===== src/cps_consts.svh =====
`ifndef CPS_CONSTS_SVH
`define CPS_CONSTS_SVH
// Overview of operation
// Input overvoltage: stop charging, adapter switch off, pack switch on.
// Overvoltage does not latch; operation resumes once it clears.
// Supply below 5 V: bias and both gate drives stay inactive.
// Sense node low with supply good blocks adapter switch turn-on.
// Pack above 104% stops switching; high side blocked until below 102%.
// Pack discharge sink enabled only while charging.
// Pack short flags status and requests one-eighth precharge current.
// Pack above short threshold plus hysteresis restores full current.
// Learn cycle with pack short: pack off, adapter on.
// Pack recovers while learn still high: adapter off, pack back on.
// Charge current above 145%: high side off, resumes automatically.
// Above 155 C converter off, stays off until below 135 C.
// Adapter-good pulled low after detect above 2.4 V plus 700 ms.
// After 700 ms: adapter-good, pack switch off, then adapter switch on.
// Input overcurrent limit 1.5x programmed limit, ceiling 100 mV.
// First 2 ms after adapter turn-on limits current but never latches.
// Over-power latches only when timer capacitor exceeds 2 V.
// Limiting charges timer capacitor; otherwise fixed sink discharges it.
// Over-power fault: no charging, adapter latched off, pack on.
// Latch clears on detect drop and return, or supply lockout cycle.
// All comparators synchronised; intervals timed by clock counters.
// Adapter and pack switches never on together; confirm off first.

// ----------------------------------------
// timing
// ----------------------------------------
`define CPS_CLK_HZ      20000000
`define CPS_QUAL_MS     700
`define CPS_BLANK_MS    2
`define CPS_QUAL_CYC    (`CPS_CLK_HZ / 1000 * `CPS_QUAL_MS)
`define CPS_BLANK_CYC   (`CPS_CLK_HZ / 1000 * `CPS_BLANK_MS)

// ----------------------------------------
// register port
// ----------------------------------------
`define CPS_CTRL_ADDR   4'h0
`define CPS_STAT_ADDR   4'h4
`define CPS_CTRL_RST    8'h00
`define CPS_CTRL_CHG    0
`define CPS_CTRL_LEARN  1
`endif


===== src/cps_pkg.sv =====
package cps_pkg;
  // power path states, one-hot
  typedef enum logic [3:0] {
    CPS_PACK  = 4'h1,
    CPS_BRK_A = 4'h2,
    CPS_ADPT  = 4'h4,
    CPS_BRK_P = 4'h8
  } cps_path_e;

  // comparator and pin levels, all asynchronous to clk
  typedef struct packed {
    logic ovp;
    logic supply_ok;
    logic det_on;
    logic det_good;
    logic sense_low;
    logic pack_ov_hi;
    logic pack_ov_lo;
    logic pack_short;
    logic chg_oc;
    logic therm_hot;
    logic therm_cool;
    logic ilim;
    logic tmr_over;
    logic adp_off;
    logic pack_off;
    logic ag_pin;
  } cps_cmp_s;

  typedef struct packed {
    logic ag_pin;
    logic adapter_good;
    logic pack_ov_block;
    logic therm_shut;
    logic op_latch;
    logic pack_short;
    logic supply_undervoltage_lockout;
    logic ovp;
  } cps_stat_s;
endpackage


===== src/cps_supervisor.sv =====
// Chosen here: the register addresses and strobed register access.
`timescale 1ns/1ns
`include "cps_consts.svh"
module cps_supervisor #(
  parameter int unsigned QUAL_CYC  = `CPS_QUAL_CYC,
  parameter int unsigned BLANK_CYC = `CPS_BLANK_CYC
) (
  // clock and reset
  input  wire logic              clk,
  input  wire logic              reset,
  // register port
  input  wire logic [3:0]        reg_addr,
  input  wire logic [7:0]        reg_wdata,
  input  wire logic              reg_wr,
  input  wire logic              reg_rd,
  output logic      [7:0]        reg_rdata,
  // comparator inputs
  input  wire cps_pkg::cps_cmp_s cmp_in,
  // switch and converter controls
  output logic                   charge_enable,
  output logic                   switching_permit,
  output logic                   high_side_permit,
  output logic                   adapter_switch_drive,
  output logic                   pack_switch_drive,
  output logic                   gate_bias_regulator,
  output logic                   discharge_sink_en,
  output logic                   precharge_req,
  output logic                   ocl_enable,
  output logic                   timer_charge_en,
  output logic                   timer_discharge_en,
  // open-drain adapter-good status
  output logic                   adapter_good_status_o,
  output logic                   adapter_good_status_oe_n
);
  localparam int QW = $clog2(QUAL_CYC + 1);
  localparam int BW = $clog2(BLANK_CYC + 1);

  cps_pkg::cps_cmp_s  sync1_q;
  cps_pkg::cps_cmp_s  cmp_q;
  cps_pkg::cps_path_e state_q;
  cps_pkg::cps_path_e state_d;
  logic [7:0]         ctrl_q;
  logic [QW-1:0]      qual_q;
  logic [BW-1:0]      blank_q;
  logic               qual_done;
  logic               armed;
  logic               op_latch_q;
  logic               therm_q;
  logic               povb_q;
  logic               learn;
  logic               want_adp;
  logic               adp_on;
  logic               chg_ok;
  cps_pkg::cps_stat_s stat;

  // ----------------------------------------
  // input synchronisers
  // ----------------------------------------
  always_ff @(posedge clk) begin
    if (reset) begin
      sync1_q <= '0;
      cmp_q   <= '0;
    end else begin
      sync1_q <= cmp_in;
      cmp_q   <= sync1_q;
    end
  end

  // ----------------------------------------
  // register port
  // ----------------------------------------
  always_ff @(posedge clk) begin
    if (reset) begin
      ctrl_q <= `CPS_CTRL_RST;
    end else if (reg_wr && reg_addr == `CPS_CTRL_ADDR) begin
      ctrl_q <= reg_wdata;
    end
  end

  always_comb begin
    stat.ag_pin        = cmp_q.ag_pin;
    stat.adapter_good  = cmp_q.det_good && qual_done;
    stat.pack_ov_block = povb_q;
    stat.therm_shut    = therm_q;
    stat.op_latch      = op_latch_q;
    stat.pack_short    = cmp_q.pack_short;
    stat.supply_undervoltage_lockout          = !cmp_q.supply_ok;
    stat.ovp           = cmp_q.ovp;
  end

  always_ff @(posedge clk) begin
    if (reset) begin
      reg_rdata <= 8'h00;
    end else if (reg_rd && reg_addr == `CPS_CTRL_ADDR) begin
      reg_rdata <= ctrl_q;
    end else if (reg_rd && reg_addr == `CPS_STAT_ADDR) begin
      reg_rdata <= stat;
    end else begin
      reg_rdata <= 8'h00;
    end
  end

  // ----------------------------------------
  // adapter qualification and blanking timers
  // ----------------------------------------
  assign qual_done = (qual_q == QW'(QUAL_CYC));
  assign armed     = (blank_q == BW'(BLANK_CYC));

  always_ff @(posedge clk) begin
    if (reset || !cmp_q.det_good || !cmp_q.supply_ok) begin
      qual_q <= '0;
    end else if (!qual_done) begin
      qual_q <= qual_q + 1'b1;
    end
  end

  // blanking starts with the adapter drive, restarts on every turn-on
  always_ff @(posedge clk) begin
    if (reset || !adapter_switch_drive) begin
      blank_q <= '0;
    end else if (!armed) begin
      blank_q <= blank_q + 1'b1;
    end
  end

  // ----------------------------------------
  // fault latches
  // ----------------------------------------
  // set wins over clear so a fault at the clearing edge is kept
  always_ff @(posedge clk) begin
    if (reset) begin
      op_latch_q <= 1'b0;
    end else if (armed && cmp_q.tmr_over) begin
      op_latch_q <= 1'b1;
    end else if (!cmp_q.det_good || !cmp_q.supply_ok) begin
      op_latch_q <= 1'b0;
    end
  end

  always_ff @(posedge clk) begin
    if (reset) begin
      therm_q <= 1'b0;
    end else if (cmp_q.therm_hot) begin
      therm_q <= 1'b1;
    end else if (cmp_q.therm_cool) begin
      therm_q <= 1'b0;
    end
  end

  always_ff @(posedge clk) begin
    if (reset) begin
      povb_q <= 1'b0;
    end else if (cmp_q.pack_ov_hi) begin
      povb_q <= 1'b1;
    end else if (!cmp_q.pack_ov_lo) begin
      povb_q <= 1'b0;
    end
  end

  // ----------------------------------------
  // power path selector
  // ----------------------------------------
  assign learn = ctrl_q[`CPS_CTRL_LEARN];

  // ovp is a level, so the path returns by itself once it clears
  assign want_adp = stat.adapter_good && cmp_q.supply_ok && !cmp_q.ovp
                    && !op_latch_q
                    && (!learn || cmp_q.pack_short);

  always_comb begin
    state_d = state_q;
    case (state_q)
      cps_pkg::CPS_PACK: begin
        // interlock thinks pack is still on while sense node is low
        if (want_adp && !cmp_q.sense_low) begin
          state_d = cps_pkg::CPS_BRK_A;
        end
      end
      cps_pkg::CPS_BRK_A: begin
        if (!want_adp) begin
          state_d = cps_pkg::CPS_PACK;
        end else if (cmp_q.pack_off) begin
          state_d = cps_pkg::CPS_ADPT;
        end
      end
      cps_pkg::CPS_ADPT: begin
        if (!want_adp) begin
          state_d = cps_pkg::CPS_BRK_P;
        end
      end
      cps_pkg::CPS_BRK_P: begin
        if (cmp_q.adp_off) begin
          state_d = cps_pkg::CPS_PACK;
        end
      end
      default: begin
        state_d = cps_pkg::CPS_BRK_P;
      end
    endcase
  end

  always_ff @(posedge clk) begin
    if (reset) begin
      state_q <= cps_pkg::CPS_PACK;
    end else if (!cmp_q.supply_ok) begin
      state_q <= cps_pkg::CPS_BRK_P;
    end else begin
      state_q <= state_d;
    end
  end

  // ----------------------------------------
  // output drives
  // ----------------------------------------
  assign adp_on = (state_q == cps_pkg::CPS_ADPT) && want_adp;
  assign chg_ok = ctrl_q[`CPS_CTRL_CHG] && adp_on;

  always_ff @(posedge clk) begin
    if (reset) begin
      adapter_switch_drive <= 1'b0;
      pack_switch_drive    <= 1'b0;
      gate_bias_regulator  <= 1'b0;
      ocl_enable           <= 1'b0;
    end else begin
      // drives need the supply; bias follows supply and detect
      gate_bias_regulator  <= cmp_q.supply_ok && cmp_q.det_on;
      adapter_switch_drive <= adp_on && cmp_q.supply_ok;
      pack_switch_drive    <= (state_q == cps_pkg::CPS_PACK) && cmp_q.supply_ok;
      // ratio and ceiling are analog; logic only arms the limiter
      ocl_enable           <= adp_on;
    end
  end

  always_ff @(posedge clk) begin
    if (reset) begin
      charge_enable     <= 1'b0;
      switching_permit  <= 1'b0;
      high_side_permit  <= 1'b0;
      discharge_sink_en <= 1'b0;
      precharge_req     <= 1'b0;
    end else begin
      charge_enable     <= chg_ok;
      switching_permit  <= chg_ok && !therm_q && !povb_q;
      high_side_permit  <= chg_ok && !therm_q && !povb_q && !cmp_q.chg_oc;
      discharge_sink_en <= chg_ok;
      precharge_req     <= cmp_q.pack_short;
    end
  end

  always_ff @(posedge clk) begin
    if (reset) begin
      timer_charge_en    <= 1'b0;
      timer_discharge_en <= 1'b1;
    end else begin
      timer_charge_en    <= cmp_q.ilim && adapter_switch_drive;
      timer_discharge_en <= !(cmp_q.ilim && adapter_switch_drive);
    end
  end

  // open drain: output held low, enable low pulls the pin
  assign adapter_good_status_o = 1'b0;

  always_ff @(posedge clk) begin
    if (reset) begin
      adapter_good_status_oe_n <= 1'b1;
    end else begin
      adapter_good_status_oe_n <= !stat.adapter_good;
    end
  end
endmodule


===== config.mk =====
export PLATFORM = sky130hd
export DESIGN_NAME = cps_supervisor
export DESIGN_NICKNAME = d
export VERILOG_FILES = /design/src/cps_pkg.sv /design/src/cps_supervisor.sv
export VERILOG_INCLUDE_DIRS = /design/src
export SDC_FILE = /design/constraint.sdc
export NUM_CORES = 1
export LEC_CHECK = 0
export BUFFER_PORTS_ARGS = -buffer_cell sky130_fd_sc_hd__buf_2
export CAP_MARGIN = 20
export CELL_PAD_IN_SITES_DETAIL_PLACEMENT = 0
export CELL_PAD_IN_SITES_GLOBAL_PLACEMENT = 1
export CORE_MARGIN = 2
export CORE_UTILIZATION = 47
export DETAILED_ROUTE_END_ITERATION = 16
export GPL_ROUTABILITY_DRIVEN = 0
export PLACE_DENSITY_LB_ADDON = 0.1
export RECOVER_POWER = 100
export SLEW_MARGIN = 5
export SYNTH_ARGS = -nofsm -noshare
export SYNTH_HDL_FRONTEND = slang
export SYNTH_SLANG_ARGS = --single-unit

===== constraint.sdc =====
create_clock -name clk -period 4.7 [get_ports clk]
set_input_delay 0.94 -clock clk [delete_from_list [all_inputs] [get_ports clk]]
set_output_delay 0.94 -clock clk [all_outputs]
set_load 0.02 [all_outputs]

Word level (Yosys, flattened, before mapping)

Cells that the tools add are included.

Bits in registers: 106
RAM bits: 0
Latch bits: 0
Memories kept: 0
Memory bits (read-only): 0
Word-level logic and storage cells: 128

Bitwise gates (word level): 1
Reductions and logical operators: 42
Order comparisons: 0
Add/subtract/negate cells: 2
Eq/ne operators: 16
Shift operators: 0
Multipliers: 0
Div/mod/pow operators: 0
Mux-type cells: 15

Operators with widths:

| kind                                                                    | number |
|---|---|
| 24-bit by 1-bit adder with 24-bit output, second input constant         | 1 |
| 24-bit equality test, second input constant                             | 1 |
| 4-bit two-way mux                                                       | 6 |
| 1-bit logical AND                                                       | 19 |
| 16-bit by 1-bit adder with 16-bit output, second input constant         | 1 |
| 16-bit equality test, second input constant                             | 1 |
| 8-bit two-way mux                                                       | 2 |
| 4-bit case mux with 4 select lines                                      | 1 |
| 1-bit zero test                                                         | 12 |
| 3-bit inequality test, second input constant                            | 4 |
| 4-bit by 3-bit equality test with 1-bit output, second input constant   | 2 |
| 4-bit AND reduction                                                     | 2 |
| 1-bit two-way mux                                                       | 6 |
| 2-bit inequality test, second input constant                            | 3 |
| 1-bit logical OR                                                        | 5 |
| 4-bit by 1-bit equality test with 1-bit output, second input constant   | 1 |
| 4-bit by 2-bit equality test with 1-bit output, second input constant   | 1 |
| 4-bit equality test, second input constant                              | 1 |
| 4-bit zero test                                                         | 1 |
| 4-bit inequality test, second input constant                            | 1 |
| 2-bit nonzero test                                                      | 2 |
| 2-bit by 1-bit inequality test with 1-bit output, second input constant | 1 |
| 2-bit OR reduction                                                      | 1 |
| 1-bit NOT                                                               | 1 |

Logic depth before layout (Yosys ltp)

Gate-level depths: netlist of the first run.

Depth in word-level cells: 11
Gate-level depth with buffers: 8
Depth with buffers taken out: 7

Least setup slack after synthesis of the first run

No wires, ideal clock.

Kind: reg2reg
Start point: register qual_q[8]
End point: register high_side_permit
Path slack: 2.448 ns
Path buffers: 2
Stages on the path, launching flop included: 8
Arrival time: 2.164 ns
Data required time: 4.613 ns
Cells stage by stage: dfxtp_1 nand2_2 or3_1 buf_2 or4b_1 buf_2 or4_4 nor4_4

Longest elaborated chain between the ends: 11

Ends and longest elaborated chain:

| item                           | RTL line              | RTL |
|---|---|---|
| start: declaration             | cps_supervisor.sv:43  | `logic [QW-1:0] qual_q;` |
| start signal: assignment       | cps_supervisor.sv:113 | `qual_q <= qual_q + 1'b1;` |
| 24-bit equality test           | cps_supervisor.sv:106 | `assign qual_done = (qual_q == QW'(QUAL_CYC));` |
| 1-bit logical AND              | cps_supervisor.sv:82  | `stat.adapter_good = cmp_q.det_good && qual_done;` |
| 1-bit logical AND (2 in a row) | cps_supervisor.sv:166 | `assign want_adp = stat.adapter_good && cmp_q.supply_ok && !cmp_q.ovp` |
| 1-bit logical AND              | cps_supervisor.sv:167 | `&& !op_latch_q` |
| 1-bit logical AND              | cps_supervisor.sv:168 | `&& (!learn \|\| cmp_q.pack_short);` |
| 1-bit logical AND              | cps_supervisor.sv:215 | `assign adp_on = (state_q == cps_pkg::CPS_ADPT) && want_adp;` |
| 1-bit logical AND              | cps_supervisor.sv:216 | `` assign chg_ok = ctrl_q[`CPS_CTRL_CHG] && adp_on; `` |
| 1-bit logical AND (3 in a row) | cps_supervisor.sv:244 | `high_side_permit <= chg_ok && !therm_q && !povb_q && !cmp_q.chg_oc;` |
| end signal: assignment         | cps_supervisor.sv:244 |  |
| end: declaration               | cps_supervisor.sv:22  | `output logic high_side_permit,` |

Every way passes these cells.
A chain may end at the register's enable or synchronous reset.

Worst setup path in the final report of the first run

Start point: input port reset
End point: register qual_q[1]

Longest elaborated chain between the ends: 2

Ends and longest elaborated chain:

| item                          | RTL line              | RTL |
|---|---|---|
| start: declaration            | cps_supervisor.sv:10  | `input wire logic reset,` |
| 1-bit logical OR (2 in a row) | cps_supervisor.sv:110 | `if (reset \|\| !cmp_q.det_good \|\| !cmp_q.supply_ok) begin` |

Every way passes these cells.

==> reports/qor.yml, run 1 <==
detailed_routing:
  dr_total_vias: 2899
  drtAntennaViolNets: 0
  finalWirelength_um: 7320
  via_per_inst: 5.06
  avgRoutedWirePerCell_um: 12.8
  drc_errors: 0
  drt_iter0_markers: 84
  first_pass_iters: 4
cells_and_area:
  finish.utilization_pct: 54.5
  fill_cells: 782
  antennaDiodeCount: 0
  final_nets: 499
  final_area_um2: 4480
  syn_to_final_growth_pct: 11.9
  layout-drive-gt1-share_pct: 10.9
clocking:
  cts_resized: 0
  numCtsBuffers: 9
  htreeDepth: 3
  clockBufferDepth: 2
  cts_tree: "yes"
  clk_latency_ns: 0.37
  cts_setup_buffers: 0
  numClockSinks: 106
  cts_root_buf: "clkbuf_8"
  clkTransAtPathRegs_ns: 0.11
  hold_buffers: 0
global_routing:
  grt_max_degree: 51
  grt_use_total_pct: 17.2
  overflow: 0
  grt_pass1_wl_um: 12300
  antenna_found_initial: 0
  grt_pass1_vias: 2666
logic_synthesis:
  syn_inst: 420
  syn_area_per_cell_um2: 9.52
  netlist-cell-type-count: 41
  async_flop_share_pct: 0
  synth_top_area_share_pct: 53.0
  synth_area_leaders: "dfxtp_1, nor2_1, nor2b_1"
  yosysTopAreaCell: "dfxtp_1"
  synthesis.nets: 456
  synth-warning-count: 0
  synthMostInstantiatedCell: "dfxtp_1"
  synth_commonest_cells: "dfxtp_1, nor2_1, nor2b_1, xnor2_1, nand3_1"
  yosysSeqAreaShare_pct: 53.0
  synth_area_um2: 4000
  synth_flop_cell: "dfxtp_1"
  ys_seq_elements: 106
  synth_edf_count: 0
sta:
  setup_viol: 0
  fin_crit_ns: 3.09
  max_freq_mhz: 324
  tns_ns: 0
  period_share_pct: 65.7
  slew_violations: 51
  worst_slew_pin_slew_ns: 1.94
  hold_viol: 0
  skew_ns: 0.0108
  rsz0062_at_grt: "false"
  slew_headroom_pct: -29.1
critical_path:
  path_class: "input port to flip-flop"
  crit_arrival_ns: 3.33
  start_kind: "input port"
  required_ns: 4.94
  critPathMaxFanout: 50
  endpoint_kind: "flip-flop"
placement:
  placed_cell_area_um2: 4310
  dp_hpwl_um: 4970
  port_buffers: 51
floorplan:
  chipWidth_um: 96.3
  ios: 53
  die_y_um: 96.3
  core_area_um2: 8220
  die_area_um2: 9270
  start_util_pct: 48.7
  rows: 33
power:
  powerDensity_nw_per_um2: 341
  power_frac_comb_pct: 3.1
  p_clk_share_pct: 36.6
  swShare_pct: 23.9
  p_leak_nw: 1.60
  p_switching_uw: 366
  vdd_drop_max_mv: 0.180
  sequentialPowerShare_pct: 60.3
  p_total_mw: 1.53
  p_int_mw: 1.16
outcome:
  status: "finished with violations"
  violations: "max-capacitance violations, max-slew violations"
flow_run:
  maxCapViolCount: 1
min_path:
  hold_path_class: "flip-flop to flip-flop"
-- per-layer routing --
| layer | up-vias | global-route usage [%] | share of wire [%] |
|---|---|---|---|
| met1 | 1340 | 22.2 | 46 |
| met4 | 0 | 5.71 | 1.2 |
| met2 | 61 | 27.4 | 47 |
| met3 | 8 | 5.32 | 5.0 |
| met5 | - | 0 | 0 |
| li1 | 1490 | - | - |
-- per-stage QoR --
stage | hold WS (ns) | setup slack, ns | instances
final | 0.413 | 1.61 | 573
after global placement | 0.397 | 2.20 | 557
after global routing | 0.434 | 1.21 | 573
after detailed placement | 0.398 | 2.18 | 557
after floorplan | 0.394 | 2.45 | 420
after CTS | 0.416 | 2.16 | 573
-- critical path, stage by stage --
cell	delay, ns
clkbuf_1	0.21
clkbuf_1	1.43
or2_2	0.62
nor2_1	0.11
-- area by class of cell --
cell class / count / area, µm² / share of cell area, %
clock inverter: 6 / 67.6 / 1.51
timing repair buffer: 52 / 233 / 5.20
clock buffer: 10 / 138 / 3.08
tap: 105 / 131 / 2.94
inverter: 16 / 60.1 / 1.34
sequential: 106 / 2120 / 47.4
multi-input combinational: 278 / 1720 / 38.5
-- power groups by stage --
| stage | Clock, mW | Sequential (mW) | Combinational [mW] |
|---|---|---|---|
| floorplan | 0 | 0.941 | 0.0307 |
| CTS | 0.585 | 0.922 | 0.0487 |
| global route | 0.624 | 0.924 | 0.0533 |
| global placement | 0 | 0.942 | 0.0479 |
| detailed placement | 0 | 0.942 | 0.0486 |
| finish | 0.559 | 0.921 | 0.0473 |
-- sequential cells by signal, summed over array words and instances (netlist names), 4 cells and up --
signal	count
blank_q	16
cmp_q	16
ctrl_q	8
qual_q	24
reg_rdata	8
state_q	4
sync1_q	16
-- final timing paths --
kind	startpoint	to	slack, ns	cells past startpoint
worst min-delay path	cmp_q[13]	gate_bias_regulator	0.41	2
worst min register to register	cmp_q[13]	gate_bias_regulator	0.41	2
worst max register to register	qual_q[8]	switching_permit	2.09	5
worst max-delay path	reset	qual_q[1]	1.61	4
-- cell usage in the layout, fill, tap and decap left out, drive strengths merged, types with 8 or more instances in the layout --
cell | netlist | final
a21oi | 11 | 11
buf | 4 | 30
clkbuf | 16 | 32
dfxtp | 106 | 106
inv | 16 | 20
mux2i | 15 | 15
nand2 | 16 | 16
nand3 | 17 | 17
nand4 | 8 | 8
nor2 | 62 | 62
nor2b | 32 | 32
nor3 | 13 | 13
nor4 | 12 | 12
xnor2 | 19 | 19
xor2 | 14 | 14
-- kinds of logic (layout without fill, tap and decap cells) --
logic type / Yosys count / in the layout / synth area share (%)
buffers and inverters: 36 / 84 / 3.63
multiplexers: 15 / 15 / 3.75
AO/OA/AOI/OAI: 26 / 26 / 3.82
flip-flops: 106 / 106 / 53.0
AND/OR/NAND/NOR: 199 / 199 / 27.2
other: 1 / 1 / 0.0937
XOR/XNOR: 33 / 33 / 7.23
adder cells (fa/ha/maj): 4 / 4 / 1.25
(Power assumes the default switching activity.)
==> run 2: changes to the inputs <==
--- a/config.mk
+++ b/config.mk
@@ -11,7 +11,7 @@
 export CELL_PAD_IN_SITES_DETAIL_PLACEMENT = 0
 export CELL_PAD_IN_SITES_GLOBAL_PLACEMENT = 1
 export CORE_MARGIN = 2
-export CORE_UTILIZATION = 47
+export CORE_UTILIZATION = 43
 export DETAILED_ROUTE_END_ITERATION = 16
 export GPL_ROUTABILITY_DRIVEN = 0
 export PLACE_DENSITY_LB_ADDON = 0.1
==> constraint.sdc (replaced) <==
create_clock -name clk -period 2.9 [get_ports clk]
set_input_delay 0.58 -clock clk [delete_from_list [all_inputs] [get_ports clk]]
set_output_delay 0.58 -clock clk [all_outputs]
set_load 0.02 [all_outputs]
==> run 2 against run 1 <==
Net effect:
- the flow now finishes without violations
- routed wire length grew 4.3%
- cell area rose by 0.48%
- clock skew increased by 0.0023 ns
- first-iteration DRC count decreased by 25%
- sequential power is 62% higher
- clock power is 64% higher
- global-route usage shrank 1.1 points
- count of clock-buffer cells in the layout is the same
- cell count grew 1.6%
- critical endpoint is now high_side_permit
- largest cell class unchanged
==> reports/qor.yml, run 2 (synthesized netlist as in run 1, its figures left out) <==
power:
  vdd_drop_max_mv: 0.275  # +52%
  p_clk_share_pct: 36.8  # +0.2 points
  swShare_pct: 24.1  # +0.14 points
  sequentialPowerShare_pct: 60.1  # -0.2 points
  p_total_mw: 2.48  # +63%
  p_leak_nw: 1.61  # +0.51%
  power_frac_comb_pct: 3.1  # about the same
  powerDensity_nw_per_um2: 552  # +62%
  p_int_mw: 1.89  # +62%
  p_switching_uw: 598  # +64%
cells_and_area:
  finish.utilization_pct: 49.1  # -5.3 points
  top_register: "qual_q"
  mostFrequentLayoutCells: "dfxtp_1, nor2_1, nor2b_1"
  fin_cells: 582  # +1.6%
  final_nets: 502  # +0.60%
  syn_to_final_growth_pct: 12.4
  largest_register_ffs: 24  # unchanged
  final_common_cell: "dfxtp_1"
  antennaDiodeCount: 0  # unchanged
  layout-drive-gt1-share_pct: 10.6  # -0.28 points
detailed_routing:
  first_pass_iters: 4  # unchanged
  drtAntennaViolNets: 0  # unchanged
  via_per_inst: 5.00  # -1.2%
  drc_errors: 0  # unchanged
  finalWirelength_um: 7640  # +4.3%
  avgRoutedWirePerCell_um: 13.1  # +2.7%
  dr_total_vias: 2908  # +0.31%
  drt_iter0_markers: 63  # -25%
critical_path:
  reg2reg_slack_ns: 0.34  # -1.75 ns
  crit_arrival_ns: 2.84  # -0.49 ns
  reg2reg_depth: 5  # unchanged
  endpoint_kind: "flip-flop"
  r2r_start: "qual_q[22]"
  required_ns: 3.18  # -1.76 ns
  start_kind: "flip-flop"
  path_class: "flip-flop to flip-flop"
  critPathMaxFanout: 7  # -86%
  timing.rr.end: "high_side_permit"
global_routing:
  grt_max_degree: 35  # -31%
  antenna_found_initial: 0  # unchanged
  overflow: 0  # unchanged
  grt_pass1_wl_um: 12800  # +4.4%
  grt_pass1_vias: 2677  # +0.41%
  grt_use_total_pct: 16.1  # -1.1 points
placement:
  place_inst: 566  # +1.6%
  pre_cts_slack_ns: 0.475  # -1.71 ns
  dp_hpwl_um: 5260  # +6.0%
  port_buffers: 51  # unchanged
floorplan:
  start_util_pct: 43.7  # -5.0 points
  die_area_um2: 10100  # +8.9%
  ios: 53  # unchanged
  rows: 35  # +6.1%
  chipWidth_um: 100  # +4.4%
  core_area_um2: 9150  # +11%
  die_y_um: 100  # +4.4%
clocking:
  cts_tree: "yes"
  hold_buffers: 0  # unchanged
  numClockSinks: 106  # unchanged
  numCtsBuffers: 9  # unchanged
  htreeDepth: 3  # unchanged
  clkTransAtPathRegs_ns: 0.11  # about the same
  clockBufferDepth: 2  # unchanged
  cts_setup_buffers: 0  # unchanged
  clk_latency_ns: 0.37  # about the same
  cts_resized: 0  # unchanged
  cts_root_buf: "clkbuf_8"
sta:
  worst_slew_pin_slew_ns: 1.42  # -0.512 ns
  slew_headroom_pct: 5.05  # +34 points
  setup_viol: 0  # unchanged
  period_share_pct: 88.2
  hold_viol: 0  # unchanged
  skew_ns: 0.0131  # +0.00231 ns
  slew_violations: 0  # -100%
  max_freq_mhz: 391
  rsz0062_at_grt: "false"
  fin_crit_ns: 2.56
  tns_ns: 0  # unchanged
  postLayoutSetupSlackWorst_ns: 0.342  # -1.27 ns
min_path:
  hold_end: "sync1_q[5]"
  hp-start: "cmp_in[5]"
  whs_path_depth: 2  # unchanged
  hold_path_class: "input port to flip-flop"
flow_run:
  maxCapViolCount: 0  # -1
outcome:
  status: "finished clean"
==> run 2: cell count changes in the layout (fill, tap and decap cells not counted), sizes merged <==
cell,delta
clkbuf,+3
==> run 2: worst max-delay path, cell delays in order, from the launching register on <==
cell and delay, ns:
dfxtp_1 0.38, nor4bb_1 0.41, nand3_1 0.19, or4b_1 0.70, or4_1 0.63, nor4_4 0.17
==> run 2: per-stage QoR <==
step | hold slack, ns | instance area, µm²
2_1_floorplan | 0.394 | 4000
3_3_place_gp | 0.399 | 4340
3_5_place_dp | 0.403 | 4340
4_1_cts | 0.385 | 4540
5_1_grt | 0.394 | 4500
6_report | 0.407 | 4500
==> run 2: final cells by class <==
class	instances	area (µm²)
Fill cell	871	4660
Sequential cell	106	2120
Multi-Input combinational cell	278	1730
Timing Repair Buffer	55	244
Tap cell	111	139
Clock buffer	10	138
Clock inverter	6	67.6
Inverter	16	60.1
==> run 2: power groups by stage <==
stage               combinational (mW)  clock (mW)  sequential [mW]
global route                    0.0858        1.01             1.50
floorplan                       0.0497           0             1.52
detailed placement              0.0784           0             1.53
finish                          0.0761       0.914             1.49
CTS                             0.0785       0.946             1.49
global placement                0.0779           0             1.53
==> run 2: routing by layer <==
layer	track usage, %	vias to the layer above	part of all wire (%)
met2	26.1	49	47
li1	-	1502	-
met4	6.53	0	1.3
met3	3.81	7	3.2
met1	20.7	1350	48
met5	0	-	0
==> run 2: worst max path at each step <==
stage                     cells after the start  slack [ns]                to       start
after CTS                                     5        0.45  high_side_permit  qual_q[22]
after detailed placement                      5        0.48  high_side_permit  qual_q[22]
after floorplan                               7        0.65  high_side_permit   qual_q[8]
after global routing                          5        0.11  high_side_permit   cmp_q[14]
after global placement                        5        0.52  high_side_permit  qual_q[22]
final                                         5        0.34  high_side_permit  qual_q[22]
==> run 3: changes to the inputs <==
--- a/config.mk
+++ b/config.mk
@@ -11,7 +11,7 @@
 export CELL_PAD_IN_SITES_DETAIL_PLACEMENT = 0
 export CELL_PAD_IN_SITES_GLOBAL_PLACEMENT = 1
 export CORE_MARGIN = 2
-export CORE_UTILIZATION = 43
+export CORE_UTILIZATION = 47
 export DETAILED_ROUTE_END_ITERATION = 16
 export GPL_ROUTABILITY_DRIVEN = 0
 export PLACE_DENSITY_LB_ADDON = 0.1
==> constraint.sdc (replaced) <==
create_clock -name clk -period 3.25 [get_ports clk]
set_input_delay 0.65 -clock clk [delete_from_list [all_inputs] [get_ports clk]]
set_output_delay 0.65 -clock clk [all_outputs]
set_load 0.02 [all_outputs]
==> run 3 against run 2 <==
Net effect:
- sequential share of layout area increased by 0.48 points
- maximum frequency shrank 1.1%
- cell count fell by 1.4%
- global-route usage rose by 0.80 points
- routed wire length is 2.1% lower
- worst setup slack improved by 0.32 ns
- non-clock buffer count decreased by 1
==> reports/qor.yml, run 3 (synthesized netlist as in run 1, its figures left out) <==
clocking:
  clkTransAtPathRegs_ns: 0.10  # about the same
  hold_buffers: 0  # unchanged
  cts_resized: 0  # unchanged
  clockBufferDepth: 2  # unchanged
  cts_setup_buffers: 0  # unchanged
  numClockSinks: 106  # unchanged
  clk_latency_ns: 0.37  # about the same
  numCtsBuffers: 9  # unchanged
  cts_root_buf: "clkbuf_8"
  cts_tree: "yes"
  htreeDepth: 3  # unchanged
floorplan:
  ios: 53  # unchanged
  rows: 33  # -5.7%
  die_y_um: 96.3  # -4.2%
  start_util_pct: 48.7  # +5.0 points
  chipWidth_um: 96.3  # -4.2%
  die_area_um2: 9270  # -8.2%
  core_area_um2: 8220  # -10%
detailed_routing:
  via_per_inst: 5.09  # +2.0%
  first_pass_iters: 7  # +3
  drt_iter0_markers: 79  # +25%
  avgRoutedWirePerCell_um: 13.0  # -0.78%
  drc_errors: 0  # unchanged
  dr_total_vias: 2924  # +0.55%
  finalWirelength_um: 7470  # -2.1%
  drtAntennaViolNets: 0  # unchanged
sta:
  slew_headroom_pct: 9.27  # +4.2 points
  fin_crit_ns: 2.59  # +0.0278 ns
  setup_viol: 0  # unchanged
  worst_slew_pin_slew_ns: 1.36  # -0.0633 ns
  max_freq_mhz: 387  # -1.1%
  tns_ns: 0  # unchanged
  slew_violations: 0  # unchanged
  hold_viol: 0  # unchanged
  skew_ns: 0.0151  # +0.00195 ns
  rsz0062_at_grt: "false"
  period_share_pct: 79.6  # -8.6 points
critical_path:
  reg2reg_depth: 5  # unchanged
  critPathMaxFanout: 7  # unchanged
  endpoint: "high_side_permit"
  path_class: "flip-flop to flip-flop"
  crit_arrival_ns: 2.86  # +0.02 ns
  r2r_start: "qual_q[20]"
  required_ns: 3.53  # +0.35 ns
  timing.rr.end: "high_side_permit"
  crit_start: "qual_q[20]"
  reg2reg_slack_ns: 0.66  # +0.32 ns
  endpoint_kind: "flip-flop"
  start_kind: "flip-flop"
power:
  p_clk_share_pct: 34.5  # -2.3 points
  powerDensity_nw_per_um2: 480  # -13%
  swShare_pct: 23.4  # -0.68 points
  p_switching_uw: 500  # -16%
  p_total_mw: 2.14  # -14%
  p_leak_nw: 1.58  # -1.7%
  power_frac_comb_pct: 3.2  # about the same
  sequentialPowerShare_pct: 62.3  # +2.2 points
  p_int_mw: 1.64  # -13%
  vdd_drop_max_mv: 0.242  # -12%
min_path:
  hold_path_class: "flip-flop to flip-flop"
global_routing:
  grt_max_degree: 30  # -14%
  antenna_found_initial: 0  # unchanged
  grt_pass1_wl_um: 11900  # -7.0%
  grt_use_total_pct: 16.9  # +0.80 points
  grt_pass1_vias: 2568  # -4.1%
  overflow: 0  # unchanged
cells_and_area:
  top_register: "qual_q"
  mostFrequentLayoutCells: "dfxtp_1, nor2_1, nor2b_1"
  final_common_cell: "dfxtp_1"
  final_area_um2: 4450  # -1.0%
  antennaDiodeCount: 0  # unchanged
  final_nets: 501  # -0.20%
  largest_register_ffs: 24  # unchanged
  layout-drive-gt1-share_pct: 10.4  # -0.17 points
  syn_to_final_growth_pct: 11.3
placement:
  placed_cell_area_um2: 4320  # -0.35%
  dp_hpwl_um: 5130  # -2.6%
  port_buffers: 51  # unchanged
outcome:
  status: "finished clean"
flow_run:
  maxCapViolCount: 0  # unchanged
## run 3: critical path, cell delays in order, from the launching register on
cell	delay, ns
dfxtp_1	0.42
nor4bb_1	0.43
nand3_1	0.18
or4b_1	0.69
or4_1	0.62
nor4_4	0.17
## run 3: final cells by class
type / instances / area, µm²
fillers: 788 / 3760
clock buffers: 9 / 124
inverters: 16 / 60.1
multi-input cells: 278 / 1720
flip-flops and latches: 106 / 2120
clock inverters: 6 / 50.0
well taps: 105 / 131
repair buffers: 54 / 240
## run 3: worst min path at each step
stage               slack [ns]  startpoint  cells past startpoint                   to
finish                    0.41   cmp_q[13]                      2  gate_bias_regulator
CTS                       0.42   cmp_q[13]                      2  gate_bias_regulator
detailed placement        0.40   cmp_q[13]                      2  gate_bias_regulator
global route              0.43   cmp_q[13]                      2  gate_bias_regulator
floorplan                 0.39   cmp_q[13]                      2  gate_bias_regulator
global placement          0.40   cmp_q[13]                      2  gate_bias_regulator
## run 3: stage by stage
stage | hold slack [ns] | std cells | util [%] | setup WS (ns)
6_report | 0.412 | 574 | 54.2 | 0.664
4_1_cts | 0.415 | 574 | 54.7 | 0.766
2_1_floorplan | 0.394 | 420 | - | 0.998
3_5_place_dp | 0.398 | 559 | 52.6 | 0.794
3_3_place_gp | 0.399 | 559 | 52.6 | 0.833
5_1_grt | 0.434 | 574 | 54.2 | 0.489
## run 3: power by group through the flow
stage / clock [mW] / sequential [mW] / combinational (mW)
finish: 0.738 / 1.33 / 0.0682
global route: 0.822 / 1.34 / 0.0769
CTS: 0.760 / 1.33 / 0.0704
detailed placement: 0 / 1.36 / 0.0702
global placement: 0 / 1.36 / 0.0692
floorplan: 0 / 1.36 / 0.0443
## run 3: per-layer routing
metal | up-vias | part of all wire, % | GRT usage, %
met2 | 59 | 47 | 26.2
met5 | - | 0 | 0
met3 | 8 | 4.2 | 3.37
met1 | 1364 | 47 | 22.3
li1 | 1493 | - | -
met4 | 0 | 1.4 | 8.45
